## config.mk

```make
export PLATFORM = sky130hd
export DESIGN_NAME = fss_sequencer
export DESIGN_NICKNAME = d
export VERILOG_FILES = /design/src/common/fss_pkg.sv /design/src/rtl/fss_sequencer.sv
export SDC_FILE = /design/constraint.sdc
export NUM_CORES = 2
export LEC_CHECK = 0
export ABC_CLOCK_PERIOD_IN_PS = 11250
export BUFFER_PORTS_ARGS = -buffer_cell sky130_fd_sc_hd__buf_2
export CAP_MARGIN = 5
export CORE_MARGIN = 1.5
export CORE_UTILIZATION = 66
export CTS_CLUSTER_DIAMETER = 120
export DETAILED_ROUTE_END_ITERATION = 8
export GPL_TIMING_DRIVEN = 1
export PLACE_DENSITY = 0.87
export SLEW_MARGIN = 20
export SYNTH_ARGS = -nofsm -noshare
export SYNTH_HDL_FRONTEND = slang
export SYNTH_SLANG_ARGS = --single-unit
export TNS_END_PERCENT = 100
```

## constraint.sdc

```tcl
create_clock -name sys_clk -period 11.25 [get_ports sys_clk]
set_input_delay 1.125 -clock sys_clk [delete_from_list [all_inputs] [get_ports sys_clk]]
set_output_delay 1.125 -clock sys_clk [all_outputs]
set_load 0.01 [all_outputs]
```

## src/common/fss_pkg.sv

```systemverilog
package fss_pkg;
	localparam logic [5:0]  ADDR_POL      = 6'h0b;
	localparam logic [5:0]  ADDR_COMMON   = 6'h20;
	localparam logic [5:0]  ADDR_MOT_A    = 6'h22;
	localparam logic [5:0]  ADDR_MOT_B    = 6'h27;
	localparam logic [5:0]  OFF_WAIT      = 6'h00;
	localparam logic [5:0]  OFF_PEAK      = 6'h01;
	localparam logic [5:0]  OFF_CTRL      = 6'h02;
	localparam logic [5:0]  OFF_PERIOD    = 6'h03;
	localparam int          POL_BIT       = 9;
	localparam logic [7:0]  DT1_RST       = 8'h0a;
	localparam logic [7:0]  DT2_RST       = 8'h03;
	localparam logic [4:0]  PWM_DIV_RST   = 5'h1c;
	localparam logic [1:0]  PWM_RES_RST   = 2'h1;
	localparam int          WAIT_UNIT_CYC = 8192;
	localparam logic [4:0]  STEP_UNIT_CYC = 5'h18;
	localparam logic [8:0]  QUARTER_TURN  = 9'h080;
	localparam logic [7:0]  PEAK_MAG      = 8'h80;
	localparam logic [3:0]  ADV_MAX       = 4'h8;

	typedef struct packed {
		logic [5:0]  phase;
		logic [7:0]  dt2;
		logic [7:0]  peakB;
		logic [7:0]  peakA;
		logic [1:0]  micro;
		logic        led;
		logic        en;
		logic        brake;
		logic        dir;
		logic [7:0]  psum;
		logic [15:0] period;
	} fss_motor_t;

	typedef struct packed {
		logic [7:0]  dt2Cnt;
		logic        dt2Run;
		logic [10:0] left;
		logic [19:0] tmr;
		logic [7:0]  pos;
		logic        run;
	} fss_mstate_t;

	typedef struct packed {
		logic pwm;
		logic neg;
	} fss_coil_t;

	typedef struct packed {
		logic                syncPrev;
		logic                pol;
		logic [1:0]          pwm_resolution_select;
		logic [4:0]          pwmDiv;
		logic [7:0]          dt1;
		fss_motor_t [1:0]    wrMot;
		logic [1:0]          wPwmRes;
		logic [4:0]          wPwmDiv;
		fss_motor_t [1:0]    wkMot;
		fss_mstate_t [1:0]   ms;
		logic [15:0]         pre;
		logic [7:0]          dt1Cnt;
		logic                dt1Run;
		logic [10:0]         pwmCnt;
		fss_coil_t [3:0]     coil;
		logic [1:0]          hiZ;
		logic [1:0]          brk;
		logic [1:0]          led;
		logic [1:0]          busy;
	} fss_state_t;
endpackage

```

## src/rtl/fss_sequencer.sv

```systemverilog
// Contract
// RL1: settings load into the working set once per frame, not at write time
// RL2: last loaded settings keep being used on every later frame
// RL3: start-point wait starts at active frame edge; motors move only after it
// RL4: start-point wait lasts wait value times 8192 clocks; resets to 0Ah
// RL5: zero start-point wait means no frame update is performed
// RL6: each motor has its own excitation wait after the common wait; resets 03h
// RL7: zero excitation wait means that motor's settings are not updated
// RL8: programmed steps run per frame; steps past the frame end are dropped
// RL9: zero step count stops the motor for that frame
// RL10: step period times 768 clocks is one electrical rotation
// RL11: each counted step takes 24 clocks times the step period
// RL12: microstep resolutions 64, 128 and 256 per motor
// RL13: resolution changes only waveform fineness, not amount or speed
// RL14: coil phase offset from 90 degrees by signed correction, -22.5..+21.8
// RL15: host updates phase correction when direction or period changes
// RL16: each driver amplitude set from its own 8-bit peak width
// RL17: host programs pwm, peaks and waits before first start wait ends
// RL18: brake forces coil current to zero at once
// RL19: cleared enable puts motor outputs high impedance; host avoids mid-run
// RL20: indicator bits apply on chip select falling edge
// RL21: second motor mirrors first; registers 27h-2Ah mirror 22h-25h
// RL22: polarity bit 0 selects rising frame edge, 1 selects falling
// RL23: data written after the refresh point applies at the next frame
// RL24: step count n gives 2n, 4n or 8n microsteps for 64, 128, 256
// RL25: after the steps, position and drive hold until next excitation wait ends; code loads new drive settings when the start-point wait ends
`timescale 1ns/10ps
module fss_sequencer #(
	parameter int WAIT_UNIT = fss_pkg::WAIT_UNIT_CYC
) (
	input  wire logic                     sys_clk,
	input  wire logic                     reset_n,
	input  wire logic                     frameSyncInput,
	input  wire logic                     regWrStb,
	input  wire logic [5:0]               regAddr,
	input  wire logic [15:0]              regData,
	input  wire logic                     csFall,
	output      fss_pkg::fss_coil_t [3:0] coilOut,
	output      logic [1:0]               motorHiZ,
	output      logic [1:0]               motorBrake,
	output      logic [1:0]               ledOut,
	output      logic [1:0]               motorBusy
);
	localparam logic [15:0] WAIT_LAST = 16'(WAIT_UNIT - 1);

	fss_pkg::fss_state_t st_r;
	fss_pkg::fss_state_t st_nxt;
	logic                activeEdge;
	logic                tick;
	logic                dt1End;
	logic [1:0]          dt2End;
	logic [5:0]          mBase [1:0];
	logic [5:0]          off   [1:0];
	logic [19:0]         stepLen [1:0];
	logic [7:0]          adv   [1:0];
	logic [8:0]          ph    [3:0];
	logic [7:0]          mag   [3:0];
	logic [7:0]          peak  [3:0];
	logic [15:0]         prod  [3:0];
	logic [10:0]         duty  [3:0];
	logic [4:0]          divEff;
	logic [10:0]         pwmPer;

	function automatic logic [1:0] stepShift(input logic [1:0] micro);
		case (micro)
			2'h2:    stepShift = 2'h2;
			2'h3:    stepShift = 2'h1;
			default: stepShift = 2'h3;
		endcase
	endfunction

	always_comb begin
		st_nxt = st_r;
		st_nxt.syncPrev = frameSyncInput;
		activeEdge = st_r.pol ? (st_r.syncPrev & ~frameSyncInput) //RL22
			: (~st_r.syncPrev & frameSyncInput);
		tick = (st_r.pre == WAIT_LAST);
		st_nxt.pre = tick ? 16'h0000 : st_r.pre + 16'h0001;
		mBase[0] = fss_pkg::ADDR_MOT_A;
		mBase[1] = fss_pkg::ADDR_MOT_B; //RL21
		// register writes land in the written set only
		if (regWrStb) begin
			if (regAddr == fss_pkg::ADDR_POL) begin
				st_nxt.pol = regData[fss_pkg::POL_BIT];
			end
			if (regAddr == fss_pkg::ADDR_COMMON) begin
				st_nxt.pwm_resolution_select = regData[14:13];
				st_nxt.pwmDiv = regData[12:8];
				st_nxt.dt1 = regData[7:0];
			end
		end
		for (int m = 0; m < 2; m++) begin
			off[m] = regAddr - mBase[m];
			if (regWrStb) begin
				case (off[m])
					fss_pkg::OFF_WAIT: begin
						st_nxt.wrMot[m].phase = regData[13:8];
						st_nxt.wrMot[m].dt2 = regData[7:0];
					end
					fss_pkg::OFF_PEAK: begin
						st_nxt.wrMot[m].peakB = regData[15:8];
						st_nxt.wrMot[m].peakA = regData[7:0];
					end
					fss_pkg::OFF_CTRL: begin
						st_nxt.wrMot[m].micro = regData[13:12];
						st_nxt.wrMot[m].led = regData[11];
						st_nxt.wrMot[m].en = regData[10];
						st_nxt.wrMot[m].brake = regData[9];
						st_nxt.wrMot[m].dir = regData[8];
						st_nxt.wrMot[m].psum = regData[7:0];
					end
					fss_pkg::OFF_PERIOD: begin
						st_nxt.wrMot[m].period = regData;
					end
					default: begin
					end
				endcase
			end
			if (csFall) begin
				st_nxt.led[m] = st_nxt.wrMot[m].led; //RL20
			end
		end
		// common start-point wait
		dt1End = st_r.dt1Run & tick & (st_r.dt1Cnt == 8'h01); //RL4
		if (st_r.dt1Run & tick) begin
			st_nxt.dt1Cnt = st_r.dt1Cnt - 8'h01;
		end
		if (dt1End) begin
			st_nxt.dt1Run = 1'b0;
		end
		for (int m = 0; m < 2; m++) begin
			dt2End[m] = st_r.ms[m].dt2Run & tick & (st_r.ms[m].dt2Cnt == 8'h01);
			stepLen[m] = 20'(20'(st_r.wkMot[m].period) //RL10 RL11
				* 20'(fss_pkg::STEP_UNIT_CYC >> stepShift(st_r.wkMot[m].micro)));
			adv[m] = 8'(fss_pkg::ADV_MAX >> stepShift(st_r.wkMot[m].micro)); //RL12 RL13
			if (dt1End && st_r.wrMot[m].dt2 != 8'h00) begin
				st_nxt.wkMot[m] = st_r.wrMot[m]; //RL7 RL23
				st_nxt.ms[m].dt2Cnt = st_r.wrMot[m].dt2; //RL6
				st_nxt.ms[m].dt2Run = 1'b1;
			end
			if (st_r.ms[m].dt2Run & tick) begin
				st_nxt.ms[m].dt2Cnt = st_r.ms[m].dt2Cnt - 8'h01;
			end
			if (dt2End[m]) begin
				st_nxt.ms[m].dt2Run = 1'b0;
				st_nxt.ms[m].left = {3'h0, st_r.wkMot[m].psum} //RL24
					<< stepShift(st_r.wkMot[m].micro);
				st_nxt.ms[m].run = (st_r.wkMot[m].psum != 8'h00); //RL9
				st_nxt.ms[m].tmr = 20'h00000;
			end
			if (st_r.ms[m].run) begin
				if ((st_r.ms[m].tmr + 20'h00001) >= stepLen[m]) begin
					st_nxt.ms[m].tmr = 20'h00000;
					st_nxt.ms[m].pos = st_r.wkMot[m].dir ? st_r.ms[m].pos - adv[m]
						: st_r.ms[m].pos + adv[m];
					st_nxt.ms[m].left = st_r.ms[m].left - 11'h001;
					st_nxt.ms[m].run = (st_r.ms[m].left != 11'h001); //RL25
				end else begin
					st_nxt.ms[m].tmr = st_r.ms[m].tmr + 20'h00001;
				end
			end
		end
		// frame edge restarts timing and drops unfinished steps
		if (activeEdge) begin
			st_nxt.pre = 16'h0000; //RL3
			st_nxt.dt1Cnt = st_r.dt1;
			st_nxt.dt1Run = (st_r.dt1 != 8'h00); //RL5
			if (st_r.dt1 != 8'h00) begin
				st_nxt.wPwmRes = st_r.pwm_resolution_select; //RL1 RL2
				st_nxt.wPwmDiv = st_r.pwmDiv;
			end
			for (int m = 0; m < 2; m++) begin
				st_nxt.ms[m].run = 1'b0; //RL8
				st_nxt.ms[m].left = 11'h000;
				st_nxt.ms[m].dt2Run = 1'b0;
			end
		end
		// pwm carrier and coil drive
		divEff = (st_r.wPwmDiv == 5'h00) ? 5'h01 : st_r.wPwmDiv;
		pwmPer = ({6'h00, divEff} << 3) << st_r.wPwmRes;
		st_nxt.pwmCnt = (st_r.pwmCnt >= pwmPer - 11'h001) ? 11'h000
			: st_r.pwmCnt + 11'h001;
		for (int d = 0; d < 4; d++) begin
			ph[d] = {st_r.ms[d / 2].pos, 1'b0};
			peak[d] = st_r.wkMot[d / 2].peakA;
			if (d % 2 == 1) begin
				ph[d] = ph[d] + fss_pkg::QUARTER_TURN //RL14
					+ {{3{st_r.wkMot[d / 2].phase[5]}}, st_r.wkMot[d / 2].phase};
				peak[d] = st_r.wkMot[d / 2].peakB;
			end
			mag[d] = ph[d][7] ? fss_pkg::PEAK_MAG - {1'b0, ph[d][6:0]}
				: {1'b0, ph[d][6:0]};
			prod[d] = {8'h00, peak[d]} * {8'h00, mag[d]}; //RL16
			duty[d] = {3'h0, prod[d][14:7]} << st_r.wPwmRes;
			st_nxt.coil[d].pwm = st_r.wkMot[d / 2].en & ~st_r.wkMot[d / 2].brake //RL18
				& (st_r.pwmCnt < duty[d]);
			st_nxt.coil[d].neg = ph[d][8];
		end
		for (int m = 0; m < 2; m++) begin
			st_nxt.hiZ[m] = ~st_r.wkMot[m].en; //RL19
			st_nxt.brk[m] = st_r.wkMot[m].brake;
			st_nxt.busy[m] = st_r.ms[m].run | st_r.ms[m].dt2Run;
		end
	end

	always_ff @(posedge sys_clk or negedge reset_n) begin
		if (!reset_n) begin
			st_r <= '0;
			st_r.dt1 <= fss_pkg::DT1_RST; //RL4
			st_r.pwmDiv <= fss_pkg::PWM_DIV_RST;
			st_r.pwm_resolution_select <= fss_pkg::PWM_RES_RST;
			st_r.wPwmDiv <= fss_pkg::PWM_DIV_RST;
			st_r.wPwmRes <= fss_pkg::PWM_RES_RST;
			st_r.wrMot[0].dt2 <= fss_pkg::DT2_RST; //RL6
			st_r.wrMot[1].dt2 <= fss_pkg::DT2_RST;
			st_r.hiZ <= 2'h3;
		end else begin
			st_r <= st_nxt;
		end
	end

	assign coilOut = st_r.coil;
	assign motorHiZ = st_r.hiZ;
	assign motorBrake = st_r.brk;
	assign ledOut = st_r.led;
	assign motorBusy = st_r.busy;
endmodule // fss_sequencer

```

======== Word-level counts from Yosys, hierarchy flattened ========
Index checks and enable logic that the tools add are counted.
word-level totals
  register bits ........................... 396
  output and inout port bits .............. 16
operators by class
  reductions and logical operators ........ 31
  $add $sub $neg .......................... 24
  eq/ne operators ......................... 18
  shift operators ......................... 11
  muxes and demuxes ....................... 42
  multipliers ............................. 6
  order comparisons ....................... 7
  bitwise logic cells ..................... 22
operator list
  kind                     count
  $mux W40                 2
  $shl A8 B2 Y11           7
  $mux W8                  9
  $mux W32                 2
  $mul A8 B8 Y15           4
  $mux W28                 2
  $mux W12                 4
  $mux W16                 3
  $lt A11 B11 Y1           4
  $add A20 B1 Y20 const B  2
  $ge A20 B20 Y1           2
  $mul A16 B20 Y20         2
  $mux W20                 2
  $reduce_bool A8 Y1       5
  $shr A5 B2 Y20 const A   2
  $mux W9                  4
  $mux W11                 3
  $sub A11 B1 Y11 const B  3
  $sub A8 B7 Y8 const A    4
  $mux W26                 1
  $reduce_and A2 Y1        13
  $eq A6 B2 Y1 const B     4
  $eq A8 B1 Y1 const B     3
  $sub A8 B1 Y8 const B    3
  other kinds (27)         71

======== Logic depth before layout (Yosys ltp) ========
  depth in word-level cells ............... 9
  depth in mapped cells ................... 38
  gate-level depth less buffers ........... 38

======== Worst setup path before layout ========
Ideal clock, no wire load.
  kind .................................... register -> register
  from .................................... register st_r, in the netlist ph[20]
  to ...................................... register st_r, in the netlist coilOut[7]
  buffers on the path ..................... 0
  slack ................................... 3218 ps
  stages on the path, launching flop included .. 32
  arrival time ............................ 7966 ps
  setup time .............................. 65 ps
  cell sequence ........................... dfrtp_1 -> ha_1 -> ha_1 -> inv_1 -> fa_1 -> nor2b_1 -> or4b_1 -> nand2_1 -> xor2_1 -> nand2b_1 -> fa_1 -> fa_1 -> inv_1 -> fa_1 -> inv_1 -> fa_1 -> inv_1 -> ha_1 -> o21ai_0 -> a21oi_1 -> o211ai_1 -> a31o_2 -> and2b_1 -> o21ba_2 -> xnor2_2 -> a22oi_1 -> ha_1 -> a21o_1 -> a21o_1 -> a2111oi_0 -> o41a_1 -> a31o_2
RTL lines
  element                   RTL line              source
  start: declaration        fss_sequencer.sv:46   fss_pkg::fss_state_t st_r;
  start signal: assignment  fss_sequencer.sv:218  st_r <= st_nxt;

==> metrics.txt <==
syn_nets 4406; pwr dens 102 mW/mm²; routed vias 26900; crit start category register; top cell type's share of synthesized area 26.6%; fin crit share 87.5%; largest cells by area after synthesis dfrtp_1 27%, ha_1 16%, fa_1 12%; RR Startpoint st_r[179]$_DFFE_PN0P_; cell taking the most area after synthesis dfrtp_1; most common cell in the netlist ha_1; Root Driver clkbuf_16; first-pass GRT wire length 134000 µm; placed wire-length estimate 57200 µm; CTS tree built; fmax 0.102 GHz; TritonCTS Buffers 45; WP buf/inv 5; CP Data Arrival Time 10.32 ns; status completed; Final Skew 0.0420 ns; Synth Warn # 0; worst vdd ir 0.140 mV; full die area 0.0556 mm²; cts-stage hold buffer count 0; CTS clk-pin slew, worst paths 0.07 ns; Fill cells 3633; final setup TNS 0 ns; Placed Area 0.0365 mm²; Cell Rows 85; Antenna Diode Count 0; final RePlAce weighted congestion 0.916; Synth Flop Type dfrtp_1; Netlist Area Pre-Place 0.0357 mm²; Post-CTS Resized 0; Hold Fails Final Rpt 0; vias in the first global route 27100; FF-to-FF End st_r[89]$_DFF_PN0_; Max Cap Violations 0; initial antenna violation count 2; die height 236 µm; postcts setup bufs 0; Nets 4396; delay-heaviest family, CP adder cells; CP Max Fanout 26; DRT Pass-1 Iters 9; DP Cell Count 4357; WP depth 29; Worst Setup End Kind register; DR WL/cell 18.1 µm; share of layout cells above drive strength 1 10.9%; IO Pins 43; Synth async-reset ratio 100%; clk_lat worst skew 0.61 ns; Final Non-Filler Cells 4441; Critical Path Start st_r[179]$_DFFE_PN0P_; number of flops mapped to enable cells by yosys 0; clk buf depth 3; hold crit path type reg -> reg; Vias/cell 6.05; Mapped Avg Cell Area 9.61 µm²; GRT Residual Overflow 0; core footprint 0.0537 mm²; H-tree depth 2; slowest cell delay on critical path 0.79 ns; largest net degree at the start of global routing 172; Max Transition Viols Final 0; post-synthesis cell type count 94; Top cell by count, worst path ha_1; final routed DRC violation total 0; Leak Pwr 0.0201 µW; final hold slack 0.403 ns; Worst-Margin Slew 1.11 ns; RSZ-0062 raised after global routing false; reg2reg path depth 29; Post-synth top cells 455 x ha_1, 453 x inv_1, 380 x dfrtp_1, 356 x nand2_1, 206 x fa_1; #FFs+latches synth 396; crit path to st_r[89]$_DFF_PN0_; Routed WL 80400 µm; IO buf count 42; Die Wd 236 µm; register-to-register path setup slack 1.41 ns; post-route cell area 0.0381 mm²; Slowest-stage cell, CP dfrtp_1; Tot GR Track Use 29.4%; sequential cell area fraction in the yosys report 27.8%; critical path class reg -> reg; Iter 0 DRT Violations 2304; Area Overhead vs Synth 6.61%; slew margin rel. 26.3%; post-synthesis cell count 3718; CP required 11.73 ns; DRT antenna net count 0; initial core utilization 66.5%; Min Clock Period, post-route 9.84 ns; # setup viols final 0; clock sink count 396
[per-layer routing]
metal  up-vias  track usage, %  wire length (µm)
li1      12500               -                 -
met1     13200            38.6             34200
met2       882            49.2             38600
met3       236            3.66              4240
met4         0            12.7              3340
met5         -               0                 0
[where the power goes]
part | total, µW | switching, µW | internal [µW]
Combinational | 591 | 329 | 262
Clock | 1630 | 668 | 963
Sequential | 1650 | 104 | 1540
Total | 3870 | 1100 | 2770
[state kept, by name (all words and copies together) (netlist names)]
register,count
peak,32
ph,16
motorBrake,2
st_r,330
motorBusy,2
ledOut,2
st_nxt,2
motorHiZ,2
coilOut,8
[cell type report]
cell class / instances / area (µm²) / area share (%)
clock buffers: 53 / 1240 / 3.25
clock inverters: 31 / 398 / 1.04
inverters: 453 / 1700 / 4.46
multi-input cells: 2752 / 23600 / 61.9
flip-flops and latches: 396 / 9930 / 26.1
well taps: 696 / 871 / 2.29
repair buffers: 60 / 372 / 0.975
[worst min path at each step]
stage	from	endpoint	slack, ns	cells after the start
3_3_place_gp	st_nxt[4]$_DFFE_PN0P_	motorBrake[0]$_DFF_PN0_	0.38	0
3_5_place_dp	st_nxt[4]$_DFFE_PN0P_	motorBrake[0]$_DFF_PN0_	0.38	0
4_1_cts	st_nxt[4]$_DFFE_PN0P_	motorBrake[0]$_DFF_PN0_	0.40	0
2_1_floorplan	st_nxt[4]$_DFFE_PN0P_	motorBrake[0]$_DFF_PN0_	0.36	0
5_1_grt	st_nxt[4]$_DFFE_PN0P_	motorBrake[0]$_DFF_PN0_	0.42	0
6_report	st_nxt[4]$_DFFE_PN0P_	motorBrake[0]$_DFF_PN0_	0.40	0
[placed cells by master (no fill, tap or decap), types with 121 or more instances in the layout]
cell,netlist,layout
dfrtp_1,380,380
inv_1,453,453
nand2_1,356,356
mux2_2,193,193
o21ai_0,144,143
nor2_1,174,173
a21oi_1,121,121
ha_1,455,455
and2_1,184,184
fa_1,206,206
[per-stage QoR]
step           setup WS, ns  utilization (%)  power (µW)
2_1_floorplan          3.22                -        2070
3_3_place_gp           2.15             67.9        2220
3_5_place_dp           1.79             67.9        2250
4_1_cts                1.56             70.9        3880
5_1_grt               0.913             70.9        4030
6_report               1.41             70.9        3870
[logic make-up (layout without fill, tap and decap cells)]
family | count (synthesis) | count (layout) | share of synthesized area (%)
AOI/OAI and AO/OA | 516 | 516 | 9.38
xor gates and xnor gates | 194 | 194 | 4.82
DFF | 396 | 396 | 27.8
adders and majority gates | 661 | 661 | 27.5
muxes | 274 | 274 | 8.57
buffers and inverters | 570 | 597 | 6.34
and+or+nand+nor | 1107 | 1107 | 15.6
No activity file was read; power rests on OpenSTA's default activity.
